$ cat config.mk
export PLATFORM = sky130hd
export DESIGN_NAME = increment_or_shift_branch_ops
export DESIGN_NICKNAME = d
export VERILOG_FILES = /design/src/design/incr_shift_pkg.sv /design/src/design/increment_or_shift_branch_ops.sv /design/src/design/increment_shift_alu.sv
export SDC_FILE = /design/constraint.sdc
export NUM_CORES = 2
export LEC_CHECK = 0
export BUFFER_PORTS_ARGS = -buffer_cell sky130_fd_sc_hd__buf_2
export CAP_MARGIN = 20
export CORE_MARGIN = 10
export CORE_UTILIZATION = 47
export CTS_CLUSTER_SIZE = 20
export DETAILED_ROUTE_END_ITERATION = 10
export GPL_TIMING_DRIVEN = 0
export PLACE_DENSITY = 0.71
export REMOVE_ABC_BUFFERS = 1
export SYNTH_ARGS = -nofsm -noshare
export SYNTH_HDL_FRONTEND = slang
export SYNTH_SLANG_ARGS = --single-unit
$ cat constraint.sdc
create_clock -name core_clk_i -period 3.7 [get_ports core_clk_i]
set_input_delay 0.37 -clock core_clk_i [delete_from_list [all_inputs] [get_ports core_clk_i]]
set_output_delay 0.37 -clock core_clk_i [all_outputs]
set_load 0.05 [all_outputs]
$ cat src/design/incr_shift_pkg.sv
package incr_shift_pkg;

	// bus geometry
	localparam int ADDR_W = 8; // byte address bits decoded by the slave
	localparam int BUS_W = 32; // ahb data width
	localparam int HTRANS_ACTIVE_BIT = 1; // set for nonseq and seq

	// datapath geometry
	localparam int DATA_W = 8; // accumulator and file register width
	localparam int FADDR_W = 7; // file address 0..127
	localparam int FILE_DEPTH = 128; // number of file registers
	localparam int LIT_W = 11; // branch immediate 0..2047
	localparam int PC_W = 15; // program counter width
	localparam int LATCH_W = 7; // high address latch width
	localparam int LATCH_HI_MSB = 6; // latch bits that feed pc<14:11>
	localparam int LATCH_HI_LSB = 3;
	localparam int CYC_W = 16; // executed cycle counter width

	// register byte offsets
	localparam logic [ADDR_W-1:0] CMD_OFS = 8'h00; // command, write starts it
	localparam logic [ADDR_W-1:0] ACC_OFS = 8'h04; // accumulator
	localparam logic [ADDR_W-1:0] STATUS_OFS = 8'h08; // carry, zero, busy
	localparam logic [ADDR_W-1:0] PC_OFS = 8'h0C; // program counter
	localparam logic [ADDR_W-1:0] LATCH_OFS = 8'h10; // high address latch
	localparam logic [ADDR_W-1:0] FIDX_OFS = 8'h14; // file access index
	localparam logic [ADDR_W-1:0] FDATA_OFS = 8'h18; // file data at index
	localparam logic [ADDR_W-1:0] CYCLES_OFS = 8'h1C; // executed cycles

	// command register fields
	localparam int CMD_OP_LSB = 0; // operation code, 3 bits
	localparam int CMD_OP_W = 3;
	localparam int CMD_DEST_BIT = 3; // 0 accumulator, 1 file register
	localparam int CMD_FADDR_LSB = 4; // file address, 7 bits
	localparam int CMD_LIT_LSB = 16; // literal, 11 bits

	// status register fields
	localparam int STAT_CARRY_BIT = 0;
	localparam int STAT_ZERO_BIT = 1;
	localparam int STAT_BUSY_BIT = 2;

	// reset values and steps
	localparam logic [DATA_W-1:0] ACC_RST = 8'h00;
	localparam logic [PC_W-1:0] PC_RST = 15'h0000;
	localparam logic [PC_W-1:0] PC_STEP = 15'h0001;
	localparam logic [PC_W-1:0] PC_SKIP_STEP = 15'h0002;
	localparam logic [LATCH_W-1:0] LATCH_RST = 7'h00;
	localparam logic [DATA_W-1:0] INC_STEP = 8'h01;
	localparam logic [DATA_W-1:0] ZERO_BYTE = 8'h00;
	localparam logic [CYC_W-1:0] CYC_STEP = 16'h0001;

	// operations
	typedef enum logic [2:0] {
		OP_INCREMENT_SKIP_ZERO = 3'b000,
		OP_JUMP_ABSOLUTE = 3'b001,
		OP_OR_LITERAL_ACCUMULATOR = 3'b010,
		OP_INCREMENT_FILE = 3'b011,
		OP_OR_ACCUMULATOR_FILE = 3'b100,
		OP_SHIFT_LEFT_FILE = 3'b101
	} op_t;

	// execution sequencer
	typedef enum logic [1:0] {
		ST_IDLE = 2'b00,
		ST_EXEC = 2'b01,
		ST_SLOT = 2'b10
	} exec_state_t;

endpackage

$ cat src/design/increment_or_shift_branch_ops.sv
// Chosen here: the register addresses and the AHB-Lite register port.
`timescale 1ns/1ps

module increment_or_shift_branch_ops (
	input wire logic core_clk_i, // core clock, 20 MHz
	input wire logic rstn_i, // asynchronous reset, active low
	input wire logic hsel_i, // ahb slave select
	input wire logic [incr_shift_pkg::ADDR_W-1:0] haddr_i, // ahb byte address
	input wire logic [1:0] htrans_i, // ahb transfer type
	input wire logic hwrite_i, // ahb write
	input wire logic [2:0] hsize_i, // ahb size, word only
	input wire logic [incr_shift_pkg::BUS_W-1:0] hwdata_i, // ahb write data
	input wire logic hready_i, // ahb bus ready
	output logic [incr_shift_pkg::BUS_W-1:0] hrdata_o, // ahb read data
	output logic hreadyout_o, // ahb slave ready
	output logic hresp_o, // ahb response, always okay
	output logic [incr_shift_pkg::PC_W-1:0] pc_o, // program counter
	output logic [incr_shift_pkg::DATA_W-1:0] acc_o, // accumulator
	output logic busy_o // operation in progress
);

	// reset synchroniser
	logic rst_meta_n; // first stage, read only by second
	logic rst_n; // released reset for the design

	// bus data phase
	logic dp_active; // data phase pending
	logic dp_write; // pending transfer is a write
	logic [incr_shift_pkg::ADDR_W-1:0] dp_addr; // pending address
	logic rdata_ok; // read data already loaded
	logic addr_take; // address phase accepted
	logic wr_fire; // write data committed this edge

	// architectural state
	incr_shift_pkg::exec_state_t state; // sequencer state
	incr_shift_pkg::op_t cmd_op; // latched operation
	logic cmd_dest; // latched destination select
	logic [incr_shift_pkg::FADDR_W-1:0] cmd_faddr; // latched file address
	logic [incr_shift_pkg::LIT_W-1:0] cmd_lit; // latched literal
	logic [incr_shift_pkg::DATA_W-1:0] acc; // accumulator
	logic carry; // carry flag
	logic zero; // zero flag
	logic [incr_shift_pkg::PC_W-1:0] pc; // program counter
	logic [incr_shift_pkg::LATCH_W-1:0] hi_latch; // program_counter_high_latch
	logic [incr_shift_pkg::FADDR_W-1:0] fidx; // file access index
	logic [incr_shift_pkg::CYC_W-1:0] cyc_count; // executed cycles
	logic [incr_shift_pkg::DATA_W-1:0] file_mem [0:incr_shift_pkg::FILE_DEPTH-1]; // file

	// alu results
	logic [incr_shift_pkg::DATA_W-1:0] alu_result; // result byte
	logic alu_carry; // next carry
	logic alu_carry_upd; // carry written
	logic alu_zero_upd; // zero written
	logic alu_zero; // result is zero
	logic alu_write; // result has a destination
	logic alu_acc_only; // accumulator only
	logic alu_skip; // idle slot follows
	logic alu_jump; // absolute branch
	logic exec_now; // executing this cycle
	logic to_acc; // result steered to accumulator
	logic to_file; // result steered to file register

	// word-aligned register decode
	function automatic logic reg_hit(input logic [incr_shift_pkg::ADDR_W-1:0] a,
			input logic [incr_shift_pkg::ADDR_W-1:0] ofs);
		reg_hit = (a[incr_shift_pkg::ADDR_W-1:2] == ofs[incr_shift_pkg::ADDR_W-1:2]);
	endfunction

	// read multiplexer, unmapped reads give zero
	function automatic logic [incr_shift_pkg::BUS_W-1:0] read_mux(
			input logic [incr_shift_pkg::ADDR_W-1:0] a);
		read_mux = '0;
		if (reg_hit(a, incr_shift_pkg::CMD_OFS)) begin
			read_mux[incr_shift_pkg::CMD_OP_LSB +: incr_shift_pkg::CMD_OP_W] = cmd_op;
			read_mux[incr_shift_pkg::CMD_DEST_BIT] = cmd_dest;
			read_mux[incr_shift_pkg::CMD_FADDR_LSB +: incr_shift_pkg::FADDR_W] = cmd_faddr;
			read_mux[incr_shift_pkg::CMD_LIT_LSB +: incr_shift_pkg::LIT_W] = cmd_lit;
		end else if (reg_hit(a, incr_shift_pkg::ACC_OFS)) begin
			read_mux[incr_shift_pkg::DATA_W-1:0] = acc;
		end else if (reg_hit(a, incr_shift_pkg::STATUS_OFS)) begin
			read_mux[incr_shift_pkg::STAT_CARRY_BIT] = carry;
			read_mux[incr_shift_pkg::STAT_ZERO_BIT] = zero;
			read_mux[incr_shift_pkg::STAT_BUSY_BIT] = (state != incr_shift_pkg::ST_IDLE);
		end else if (reg_hit(a, incr_shift_pkg::PC_OFS)) begin
			read_mux[incr_shift_pkg::PC_W-1:0] = pc;
		end else if (reg_hit(a, incr_shift_pkg::LATCH_OFS)) begin
			read_mux[incr_shift_pkg::LATCH_W-1:0] = hi_latch;
		end else if (reg_hit(a, incr_shift_pkg::FIDX_OFS)) begin
			read_mux[incr_shift_pkg::FADDR_W-1:0] = fidx;
		end else if (reg_hit(a, incr_shift_pkg::FDATA_OFS)) begin
			read_mux[incr_shift_pkg::DATA_W-1:0] = file_mem[fidx];
		end else if (reg_hit(a, incr_shift_pkg::CYCLES_OFS)) begin
			read_mux[incr_shift_pkg::CYC_W-1:0] = cyc_count;
		end
	endfunction

	// two-stage reset release
	always_ff @(posedge core_clk_i or negedge rstn_i) begin
		if (!rstn_i) begin
			rst_meta_n <= 1'b0;
			rst_n <= 1'b0;
		end else begin
			rst_meta_n <= 1'b1;
			rst_n <= rst_meta_n;
		end
	end

	// bus handshake: stall while executing, one wait state on reads
	assign busy_o = (state != incr_shift_pkg::ST_IDLE);
	assign hreadyout_o = !(dp_active && (busy_o || (!dp_write && !rdata_ok)));
	assign hresp_o = 1'b0;
	assign addr_take = hsel_i && htrans_i[incr_shift_pkg::HTRANS_ACTIVE_BIT] && hready_i;
	assign wr_fire = dp_active && dp_write && hreadyout_o;

	// data phase tracking
	always_ff @(posedge core_clk_i or negedge rst_n) begin
		if (!rst_n) begin
			dp_active <= 1'b0;
			dp_write <= 1'b0;
			dp_addr <= '0;
		end else if (addr_take) begin
			dp_active <= 1'b1;
			dp_write <= hwrite_i;
			dp_addr <= haddr_i;
		end else if (hreadyout_o) begin
			dp_active <= 1'b0;
		end
	end

	// read data register, loaded once the core is idle
	always_ff @(posedge core_clk_i or negedge rst_n) begin
		if (!rst_n) begin
			hrdata_o <= '0;
			rdata_ok <= 1'b0;
		end else if (addr_take) begin
			rdata_ok <= 1'b0;
		end else if (dp_active && !dp_write && !busy_o && !rdata_ok) begin
			hrdata_o <= read_mux(dp_addr);
			rdata_ok <= 1'b1;
		end
	end

	// operand path into the alu
	increment_shift_alu u_alu (
		.op_i(cmd_op),
		.acc_i(acc),
		.file_i(file_mem[cmd_faddr]),
		.lit_i(cmd_lit[incr_shift_pkg::DATA_W-1:0]),
		.carry_i(carry),
		.result_o(alu_result),
		.carry_o(alu_carry),
		.carry_upd_o(alu_carry_upd),
		.zero_upd_o(alu_zero_upd),
		.zero_o(alu_zero),
		.write_o(alu_write),
		.acc_only_o(alu_acc_only),
		.skip_o(alu_skip),
		.jump_o(alu_jump)
	);

	// destination steering
	assign exec_now = (state == incr_shift_pkg::ST_EXEC);
	assign to_acc = exec_now && alu_write && (alu_acc_only || !cmd_dest);
	assign to_file = exec_now && alu_write && !alu_acc_only && cmd_dest;

	// command capture and sequencer
	always_ff @(posedge core_clk_i or negedge rst_n) begin
		if (!rst_n) begin
			state <= incr_shift_pkg::ST_IDLE;
			cmd_op <= incr_shift_pkg::OP_INCREMENT_SKIP_ZERO;
			cmd_dest <= 1'b0;
			cmd_faddr <= '0;
			cmd_lit <= '0;
		end else begin
			case (state)
				incr_shift_pkg::ST_IDLE: begin
					// a command write starts the operation
					if (wr_fire && reg_hit(dp_addr, incr_shift_pkg::CMD_OFS)) begin
						cmd_op <= incr_shift_pkg::op_t'(
							hwdata_i[incr_shift_pkg::CMD_OP_LSB +: incr_shift_pkg::CMD_OP_W]);
						cmd_dest <= hwdata_i[incr_shift_pkg::CMD_DEST_BIT];
						cmd_faddr <= hwdata_i[incr_shift_pkg::CMD_FADDR_LSB +:
							incr_shift_pkg::FADDR_W];
						cmd_lit <= hwdata_i[incr_shift_pkg::CMD_LIT_LSB +: incr_shift_pkg::LIT_W];
						state <= incr_shift_pkg::ST_EXEC;
					end
				end
				incr_shift_pkg::ST_EXEC: begin
					// second cycle only for a skip or a branch
					if (alu_skip || alu_jump) begin
						state <= incr_shift_pkg::ST_SLOT;
					end else begin
						state <= incr_shift_pkg::ST_IDLE;
					end
				end
				incr_shift_pkg::ST_SLOT: begin
					// idle slot: only the cycle counter advances
					state <= incr_shift_pkg::ST_IDLE;
				end
				default: begin
					state <= incr_shift_pkg::ST_IDLE;
				end
			endcase
		end
	end

	// accumulator
	always_ff @(posedge core_clk_i or negedge rst_n) begin
		if (!rst_n) begin
			acc <= incr_shift_pkg::ACC_RST;
		end else if (to_acc) begin
			acc <= alu_result;
		end else if (wr_fire && reg_hit(dp_addr, incr_shift_pkg::ACC_OFS)) begin
			acc <= hwdata_i[incr_shift_pkg::DATA_W-1:0];
		end
	end
	assign acc_o = acc;

	// status flags: only operations that own a flag touch it
	always_ff @(posedge core_clk_i or negedge rst_n) begin
		if (!rst_n) begin
			carry <= 1'b0;
			zero <= 1'b0;
		end else if (exec_now) begin
			if (alu_carry_upd) begin
				carry <= alu_carry;
			end
			if (alu_zero_upd) begin
				zero <= alu_zero;
			end
		end else if (wr_fire && reg_hit(dp_addr, incr_shift_pkg::STATUS_OFS)) begin
			carry <= hwdata_i[incr_shift_pkg::STAT_CARRY_BIT];
			zero <= hwdata_i[incr_shift_pkg::STAT_ZERO_BIT];
		end
	end

	// program counter: step, double step over the slot, or branch target
	always_ff @(posedge core_clk_i or negedge rst_n) begin
		if (!rst_n) begin
			pc <= incr_shift_pkg::PC_RST;
		end else if (exec_now) begin
			if (alu_jump) begin
				pc <= {hi_latch[incr_shift_pkg::LATCH_HI_MSB:incr_shift_pkg::LATCH_HI_LSB],
					cmd_lit};
			end else if (alu_skip) begin
				pc <= pc + incr_shift_pkg::PC_SKIP_STEP;
			end else begin
				pc <= pc + incr_shift_pkg::PC_STEP;
			end
		end else if (wr_fire && reg_hit(dp_addr, incr_shift_pkg::PC_OFS)) begin
			pc <= hwdata_i[incr_shift_pkg::PC_W-1:0];
		end
	end
	assign pc_o = pc;

	// high address latch and file index, software owned
	always_ff @(posedge core_clk_i or negedge rst_n) begin
		if (!rst_n) begin
			hi_latch <= incr_shift_pkg::LATCH_RST;
			fidx <= '0;
		end else if (wr_fire) begin
			if (reg_hit(dp_addr, incr_shift_pkg::LATCH_OFS)) begin
				hi_latch <= hwdata_i[incr_shift_pkg::LATCH_W-1:0];
			end
			if (reg_hit(dp_addr, incr_shift_pkg::FIDX_OFS)) begin
				fidx <= hwdata_i[incr_shift_pkg::FADDR_W-1:0];
			end
		end
	end

	// file registers: write-back from execution or bus
	always_ff @(posedge core_clk_i) begin
		if (to_file) begin
			file_mem[cmd_faddr] <= alu_result;
		end else if (wr_fire && reg_hit(dp_addr, incr_shift_pkg::FDATA_OFS)) begin
			file_mem[fidx] <= hwdata_i[incr_shift_pkg::DATA_W-1:0];
		end
	end

	// count every execution cycle, idle slots included
	always_ff @(posedge core_clk_i or negedge rst_n) begin
		if (!rst_n) begin
			cyc_count <= '0;
		end else if (state != incr_shift_pkg::ST_IDLE) begin
			cyc_count <= cyc_count + incr_shift_pkg::CYC_STEP;
		end
	end

endmodule

$ cat src/design/increment_shift_alu.sv
`timescale 1ns/1ps

// combinational result and flag logic for one operation
module increment_shift_alu (
	input wire incr_shift_pkg::op_t op_i, // operation
	input wire logic [incr_shift_pkg::DATA_W-1:0] acc_i, // accumulator
	input wire logic [incr_shift_pkg::DATA_W-1:0] file_i, // addressed file register
	input wire logic [incr_shift_pkg::DATA_W-1:0] lit_i, // 8-bit literal
	input wire logic carry_i, // present carry
	output logic [incr_shift_pkg::DATA_W-1:0] result_o, // 8-bit result
	output logic carry_o, // next carry
	output logic carry_upd_o, // carry is written
	output logic zero_upd_o, // zero flag is written
	output logic zero_o, // result equals zero
	output logic write_o, // result goes to a destination
	output logic acc_only_o, // destination is always the accumulator
	output logic skip_o, // next instruction becomes idle slot
	output logic jump_o // absolute branch
);

	// zero test shared by flag update and skip decision
	assign zero_o = (result_o == incr_shift_pkg::ZERO_BYTE);

	// per-operation result and flag enables
	always_comb begin
		result_o = acc_i;
		carry_o = carry_i;
		carry_upd_o = 1'b0;
		zero_upd_o = 1'b0;
		write_o = 1'b0;
		acc_only_o = 1'b0;
		jump_o = 1'b0;
		case (op_i)
			incr_shift_pkg::OP_INCREMENT_SKIP_ZERO: begin
				// flags untouched
				result_o = file_i + incr_shift_pkg::INC_STEP;
				write_o = 1'b1;
			end
			incr_shift_pkg::OP_JUMP_ABSOLUTE: begin
				// no data result, no flags
				jump_o = 1'b1;
			end
			incr_shift_pkg::OP_OR_LITERAL_ACCUMULATOR: begin
				result_o = acc_i | lit_i;
				write_o = 1'b1;
				acc_only_o = 1'b1;
				zero_upd_o = 1'b1;
			end
			incr_shift_pkg::OP_INCREMENT_FILE: begin
				result_o = file_i + incr_shift_pkg::INC_STEP;
				write_o = 1'b1;
				zero_upd_o = 1'b1;
			end
			incr_shift_pkg::OP_OR_ACCUMULATOR_FILE: begin
				result_o = acc_i | file_i;
				write_o = 1'b1;
				zero_upd_o = 1'b1;
			end
			incr_shift_pkg::OP_SHIFT_LEFT_FILE: begin
				// msb into carry, zero into lsb
				result_o = {file_i[incr_shift_pkg::DATA_W-2:0], 1'b0};
				carry_o = file_i[incr_shift_pkg::DATA_W-1];
				carry_upd_o = 1'b1;
				zero_upd_o = 1'b1;
				write_o = 1'b1;
			end
			default: begin
				// unknown code: no effect
				result_o = acc_i;
			end
		endcase
	end

	// skip only for increment-and-skip with a zero sum
	assign skip_o = (op_i == incr_shift_pkg::OP_INCREMENT_SKIP_ZERO) && zero_o;

endmodule

== Word level (Yosys, flattened, before mapping) ==
Memory sizes are Yosys's and may differ from the RTL's.
Cells that the tools add are included.
Word-level totals
  memory bits (writable): 1024
  bits in registers: 119
  output and inout port bits: 58
  memories: 1
Memory list
  file_mem: words 128, width 8, read ports 2, clocked after Yosys merged registers in 0, write ports 1, line increment_or_shift_branch_ops.sv:47  | logic [incr_shift_pkg::DATA_W-1:0] file_mem [0:incr_shift_pkg::FILE_DEPTH-1];
Cells by class
  add/sub/neg operators: 4
  multiplexer cells: 73
  eq/ne operators: 18
  reduce and logical (&&, ||, !) cells: 47
  bitwise logic cells: 3
Operator list (count)
  2-to-1 mux 16 bit: 10
  2-to-1 mux 8 bit: 15
  2-to-1 mux 15 bit: 5
  2-to-1 mux 9 bit: 8
  case mux 8 bit (4 select lines): 1
  == test 6 x 3 -> 1 bit, second input constant: 4
  2-to-1 mux 1 bit: 23
  2-to-1 mux 11 bit: 2
  2-to-1 mux 7 bit: 3
  logical AND 1 bit: 19
  adder 16 x 1 -> 16 bit, second input constant: 1
  OR 8 bit: 2
  adder 15 x 1 -> 15 bit, second input constant: 1
  adder 15 x 2 -> 15 bit, second input constant: 1
  2-to-1 mux 13 bit: 1
  == test 6 x 2 -> 1 bit, second input constant: 2
  AND reduction 2 bit: 5
  nonzero test 2 bit: 5
  adder 8 x 1 -> 8 bit, second input constant: 1
  logical NOT 8 bit: 1
  inequality test 2 bit, second input constant: 4
  OR reduction 8 bit: 1
  == test 3 x 2 -> 1 bit, second input constant: 2
  == test 3 bit, second input constant: 2
  other kinds (18): 26

== Logic depth before layout (Yosys ltp) ==
  depth after elaboration: 32
  depth in mapped cells: 23
  mapped depth without buffers: 16

== Hierarchy ==
From an unflattened synthesis, not the netlist that was laid out.
Unflattened totals
  cell total of the unflattened synthesis: 2953
  area, all modules: 54641.2 um2
Modules (own cells, without submodules)
  increment_or_shift_branch_ops: seq. area each 33677.3 um2, cells each 2858, area an instance 53925.5 um2, times used 1
  increment_shift_alu: seq. area each 0.0 um2, cells each 95, area an instance 715.7 um2, times used 1

== Worst setup path before layout ==
OpenSTA, ideal clock, no wires.
  path kind: reg-to-reg
  start point: register cmd_faddr[1] (netlist bit)
  end point: memory file_mem[0][3] (netlist bit), data pin
  path slack: -5045 ps
  arrival: 7548 ps
  cell stages (with the launch flop): 12
  clock period less this slack: 8745 ps
  cell sequence: dfrtp_1 buf_2 buf_4 buf_2 clkbuf_1 mux4_2 a22oi_1 nand4_1 mux4_2 nor2_1 a211oi_2 o21ai_0
On the way
  cells in the longest elaborated chain, start to end: 4
  elaborated cells on any way between the ends: 5
Ends and longest elaborated chain
  start: declaration: line increment_or_shift_branch_ops.sv:38  | logic [incr_shift_pkg::FADDR_W-1:0] cmd_faddr;
  start signal: assignment: line increment_or_shift_branch_ops.sv:182  | cmd_faddr <= hwdata_i[incr_shift_pkg::CMD_FADDR_LSB +:
  memory (128 x 8 bit) *
  adder 8 x 1 -> 8 bit / OR 8 bit (equally long branches): line increment_shift_alu.sv:36, increment_shift_alu.sv:50, increment_shift_alu.sv:55
  case mux 8 bit (4 select lines) *: line increment_shift_alu.sv:33  | case (op_i)
  2-to-1 mux 8 bit (no source line) *
  end: declaration: line increment_or_shift_branch_ops.sv:47
Mark *: on every way between the ends. The rest lies on a longest branch, timed or not.

== Final worst setup path ==
  start point: register cmd_faddr[4] (netlist bit)
  end point: register pc, in the netlist pc_o[14]
On the way
  cells in the longest elaborated chain, start to end: 8
  elaborated cells on any way between the ends: 9
Ends and longest elaborated chain
  memory (128 x 8 bit) *
  adder 8 x 1 -> 8 bit / OR 8 bit (equally long branches): line increment_shift_alu.sv:36, increment_shift_alu.sv:50, increment_shift_alu.sv:55
  case mux 8 bit (4 select lines) *: line increment_shift_alu.sv:33
  logical NOT 8 bit *: line increment_shift_alu.sv:22  | assign zero_o = (result_o == incr_shift_pkg::ZERO_BYTE);
  logical AND 1 bit *: line increment_shift_alu.sv:75  | assign skip_o = (op_i == incr_shift_pkg::OP_INCREMENT_SKIP_ZERO) && zero_o;
  2-to-1 mux 15 bit *: line increment_or_shift_branch_ops.sv:245  | end else if (alu_skip) begin
  2-to-1 mux 15 bit *: line increment_or_shift_branch_ops.sv:242  | if (alu_jump) begin
  2-to-1 mux 15 bit *: line increment_or_shift_branch_ops.sv:241  | end else if (exec_now) begin
  end signal: assignment: line increment_or_shift_branch_ops.sv:240  | pc <= incr_shift_pkg::PC_RST;
  end signal: assignment: line increment_or_shift_branch_ops.sv:243  | pc <= {hi_latch[incr_shift_pkg::LATCH_HI_MSB:incr_shift_pkg::LATCH_HI_LSB],
  end signal: assignment: line increment_or_shift_branch_ops.sv:246  | pc <= pc + incr_shift_pkg::PC_SKIP_STEP;
  end: declaration: line increment_or_shift_branch_ops.sv:43  | logic [incr_shift_pkg::PC_W-1:0] pc;
Marks and branches as above.
A chain may end at the register's enable or synchronous reset.

==> results.yml <==
finish:
  regArea_um2: 33700
  stdcell_count: 5044
  fillers: 8548
  layout.nets: 3476
  final_area_um2: 64800
  utilization: 0.557
  mostFrequentLayoutCells: "edfxtp_1 (1024), mux4_2 (499), mux2i_1 (196)"
  area_growth_pct: 17.6
  drive_gt1_frac: 0.338
  layout_commonest_cell: "edfxtp_1"
  multi_input_area_um2: 21000
min_path:
  hold_depth: 3
  hp-class: "input port to flip-flop"
logic_synthesis:
  synth_warnings: 0
  synth_edf_count: 1024
  synth_ff_type: "edfxtp_1"
  synth_cell_type_count: 90
  ys_seq_area_frac: 0.612
  syn-instance-count: 3213
  ys_ff_latch: 1141
  syn-cell-area_um2: 55100
  synthArstFlopShare: 0.103
  avgSynthCellArea_um2: 17.1
timing:
  setup_slack_ns: -1.67
  hold_viol: 0
  period_minus_slack_ns: 5.37
  slew_violations: 0
  setup_viol: 2062
  rsz0062_at_grt: "true"
  slew_headroom: 0.200
  worst_pin_slew_ns: 1.19
  finClkSkew_ns: 0.0417
  fin_crit_sh: 1.45
  fmax_mhz: 186
place:
  dp_slack_ns: -3.87
  place_area_um2: 58300
  dpl.hpwl_mm: 110
  place.gp.congestion: 0.907
  port_buffers: 89
  dp_cells: 4679
cts:
  clockBufferDepth: 3
  clock_sinks: 1141
  cts_tree: "yes"
  h-tree-depth: 3
  path_clk_slew_ns: 0.06
  clock_latency_ns: 0.74
  cts-root-buf: "clkbuf_16"
  cts_buffers: 117
critical_path:
  critPathLaunchType: "flip-flop"
  crit_fanout: 34
  path_class: "flip-flop to flip-flop"
  worstPathRequired_ns: 4.33
  r2r_cells: 17
  cp-end-kind: "flip-flop"
  cp.arrival_ns: 6.00
die:
  die_y_um: 362
  rows: 125
  die_area_um2: 131000
  core_um2: 116000
  die_w_um: 362
  ioPinCount: 108
  initial_core_util: 0.474
pwr:
  vdd_drop_max_mv: 0.684
  power.density_nw_per_um2: 797
  power.leakage_nw: 20.8
flow_run:
  maxCapViolCount: 0
global_routing:
  first_global_vias: 34600
  grt_usage: 0.266
  grt_max_degree: 62
  grt_pass1_wl_mm: 253
  gr-total-overflow: 0
  antenna_found_initial: 10
drt:
  first_pass_iters: 9
  routed_wl_mm: 178
  wl_per_cell_um: 35.4
  drt_iter0_drc: 5769
  vias: 35300
  via_per_inst: 7.01
  drc: 0
  ant_nets: 0
status:
  violations: "setup timing"
  run_status: "finished with violations"
[area by class of cell]
type / count / share of cell area
tap: 1524 / 0.0294
clock buffer: 143 / 0.0480
inverter: 13 / 0.000754
antenna: 3 / 0.000116
sequential: 1141 / 0.521
clock inverter: 71 / 0.0102
multi-input combinational: 1828 / 0.325
timing repair buffer: 321 / 0.0664
[layer usage]
layer	vias to the layer above	GRT usage	wire length, um
met5	-	0	139
met3	635	0.0879	25400
li1	13800	-	-
met4	10	0.143	11300
met2	2880	0.391	78600
met1	18000	0.348	62900
[flip-flops by register name, summed over array words and instances (netlist names), 2 cells and up]
| signal | count |
|---|---|
| hi_latch | 7 |
| cyc_count | 16 |
| cmd_lit | 11 |
| dp_addr | 6 |
| state | 2 |
| cmd_faddr | 7 |
| pc_o | 15 |
| acc_o | 8 |
| file_mem | 1024 |
| hrdata_o | 27 |
| cmd_op | 3 |
| fidx | 7 |
[synth_stat cells (all sizes together), types with 65 or more instances]
cell | count | area (um^2)
mux4 | 508 | 11500
a22oi | 80 | 601
clkbuf | 121 | 458
nand2 | 179 | 672
mux2i | 209 | 2090
mux2 | 65 | 732
dfrtp | 117 | 2930
edfxtp | 1024 | 30700
buf | 122 | 806
nor2 | 205 | 772
o21ai | 100 | 500
[critical path: stages (launching register included)]
cell and delay [ns]:
dfrtp_2 0.55, buf_12 0.25, or3_1 0.69, o22ai_1 0.47, a211oi_2 0.10, a22oi_2 0.43, o211ai_1 0.15, buf_4 0.23
ha_4 0.24, o22ai_4 0.21, nor2_2 0.07, a221oi_2 0.21, and3_4 0.24, nand4_4 0.11, or4_4 0.62, a211oi_4 0.32
xnor2_2 0.09, o31ai_2 0.22
[through the flow]
stage | hold WS [ns] | TNS, ns | power, mW
final | 0.00754 | -1728.00 | 51.6
after floorplan | 0.0744 | - | 26.7
after global placement | 0.155 | - | 28.8
after global routing | 0.0251 | -1728.02 | 52.5
after CTS | 0.00258 | -1330.07 | 50.4
after detailed placement | 0.158 | -3770.69 | 35.9
[worst paths after layout]
path,startpoint,end,slack (ns)
worst max-delay path,cmd_faddr[4]$_DFFE_PN0P_,pc_o[14]$_DFFE_PN0P_,-1.67
worst min-delay path,hwdata_i[14],pc_o[14]$_DFFE_PN0P_,0.008
worst max register to register,cmd_faddr[4]$_DFFE_PN0P_,pc_o[14]$_DFFE_PN0P_,-1.67
worst min register to register,rst_meta_n$_DFF_PN0_,rst_n$_DFF_PN0_,0.36
max in group asynchronous,rst_n$_DFF_PN0_,cyc_count[6]$_DFFE_PN0N_,2.54
min in group asynchronous,rst_n$_DFF_PN0_,cmd_lit[1]$_DFFE_PN0P_,0.40
[where the power goes]
part           switching, mW  leakage [nW]  internal [mW]
registers              0.761          10.7           18.7
logic                   12.6          8.21           7.77
clock network           5.10          1.84           6.71
[timing repair]
| item | in CTS | in global routing |
|---|---|---|
| gates resized for setup | 144 | 44 |
| cloned | 25 | 2 |
| hold buffers | 27 | 0 |
| endpoints found under the hold margin | 28 | 0 |
| pin swaps | 44 | 31 |
| setup buffers | 72 | 21 |
| setup endpoints to repair | 2081 | 2064 |
[cell families (layout without fill, tap and decap cells)]
| family | Yosys count | count (layout) | share of synthesized area |
|---|---|---|---|
| AO/OA/AOI/OAI | 409 | 413 | 0.0499 |
| XOR/XNOR | 25 | 25 | 0.00398 |
| adder cells (fa/ha/maj) | 4 | 4 | 0.000909 |
| buffers and inverters | 256 | 548 | 0.0238 |
| flip-flops | 1141 | 1141 | 0.612 |
| multiplexers | 782 | 782 | 0.260 |
| other | 2 | 10 | 0.000136 |
| AND/OR/NAND/NOR | 594 | 597 | 0.0498 |
Power figures use the tool's default switching activity.
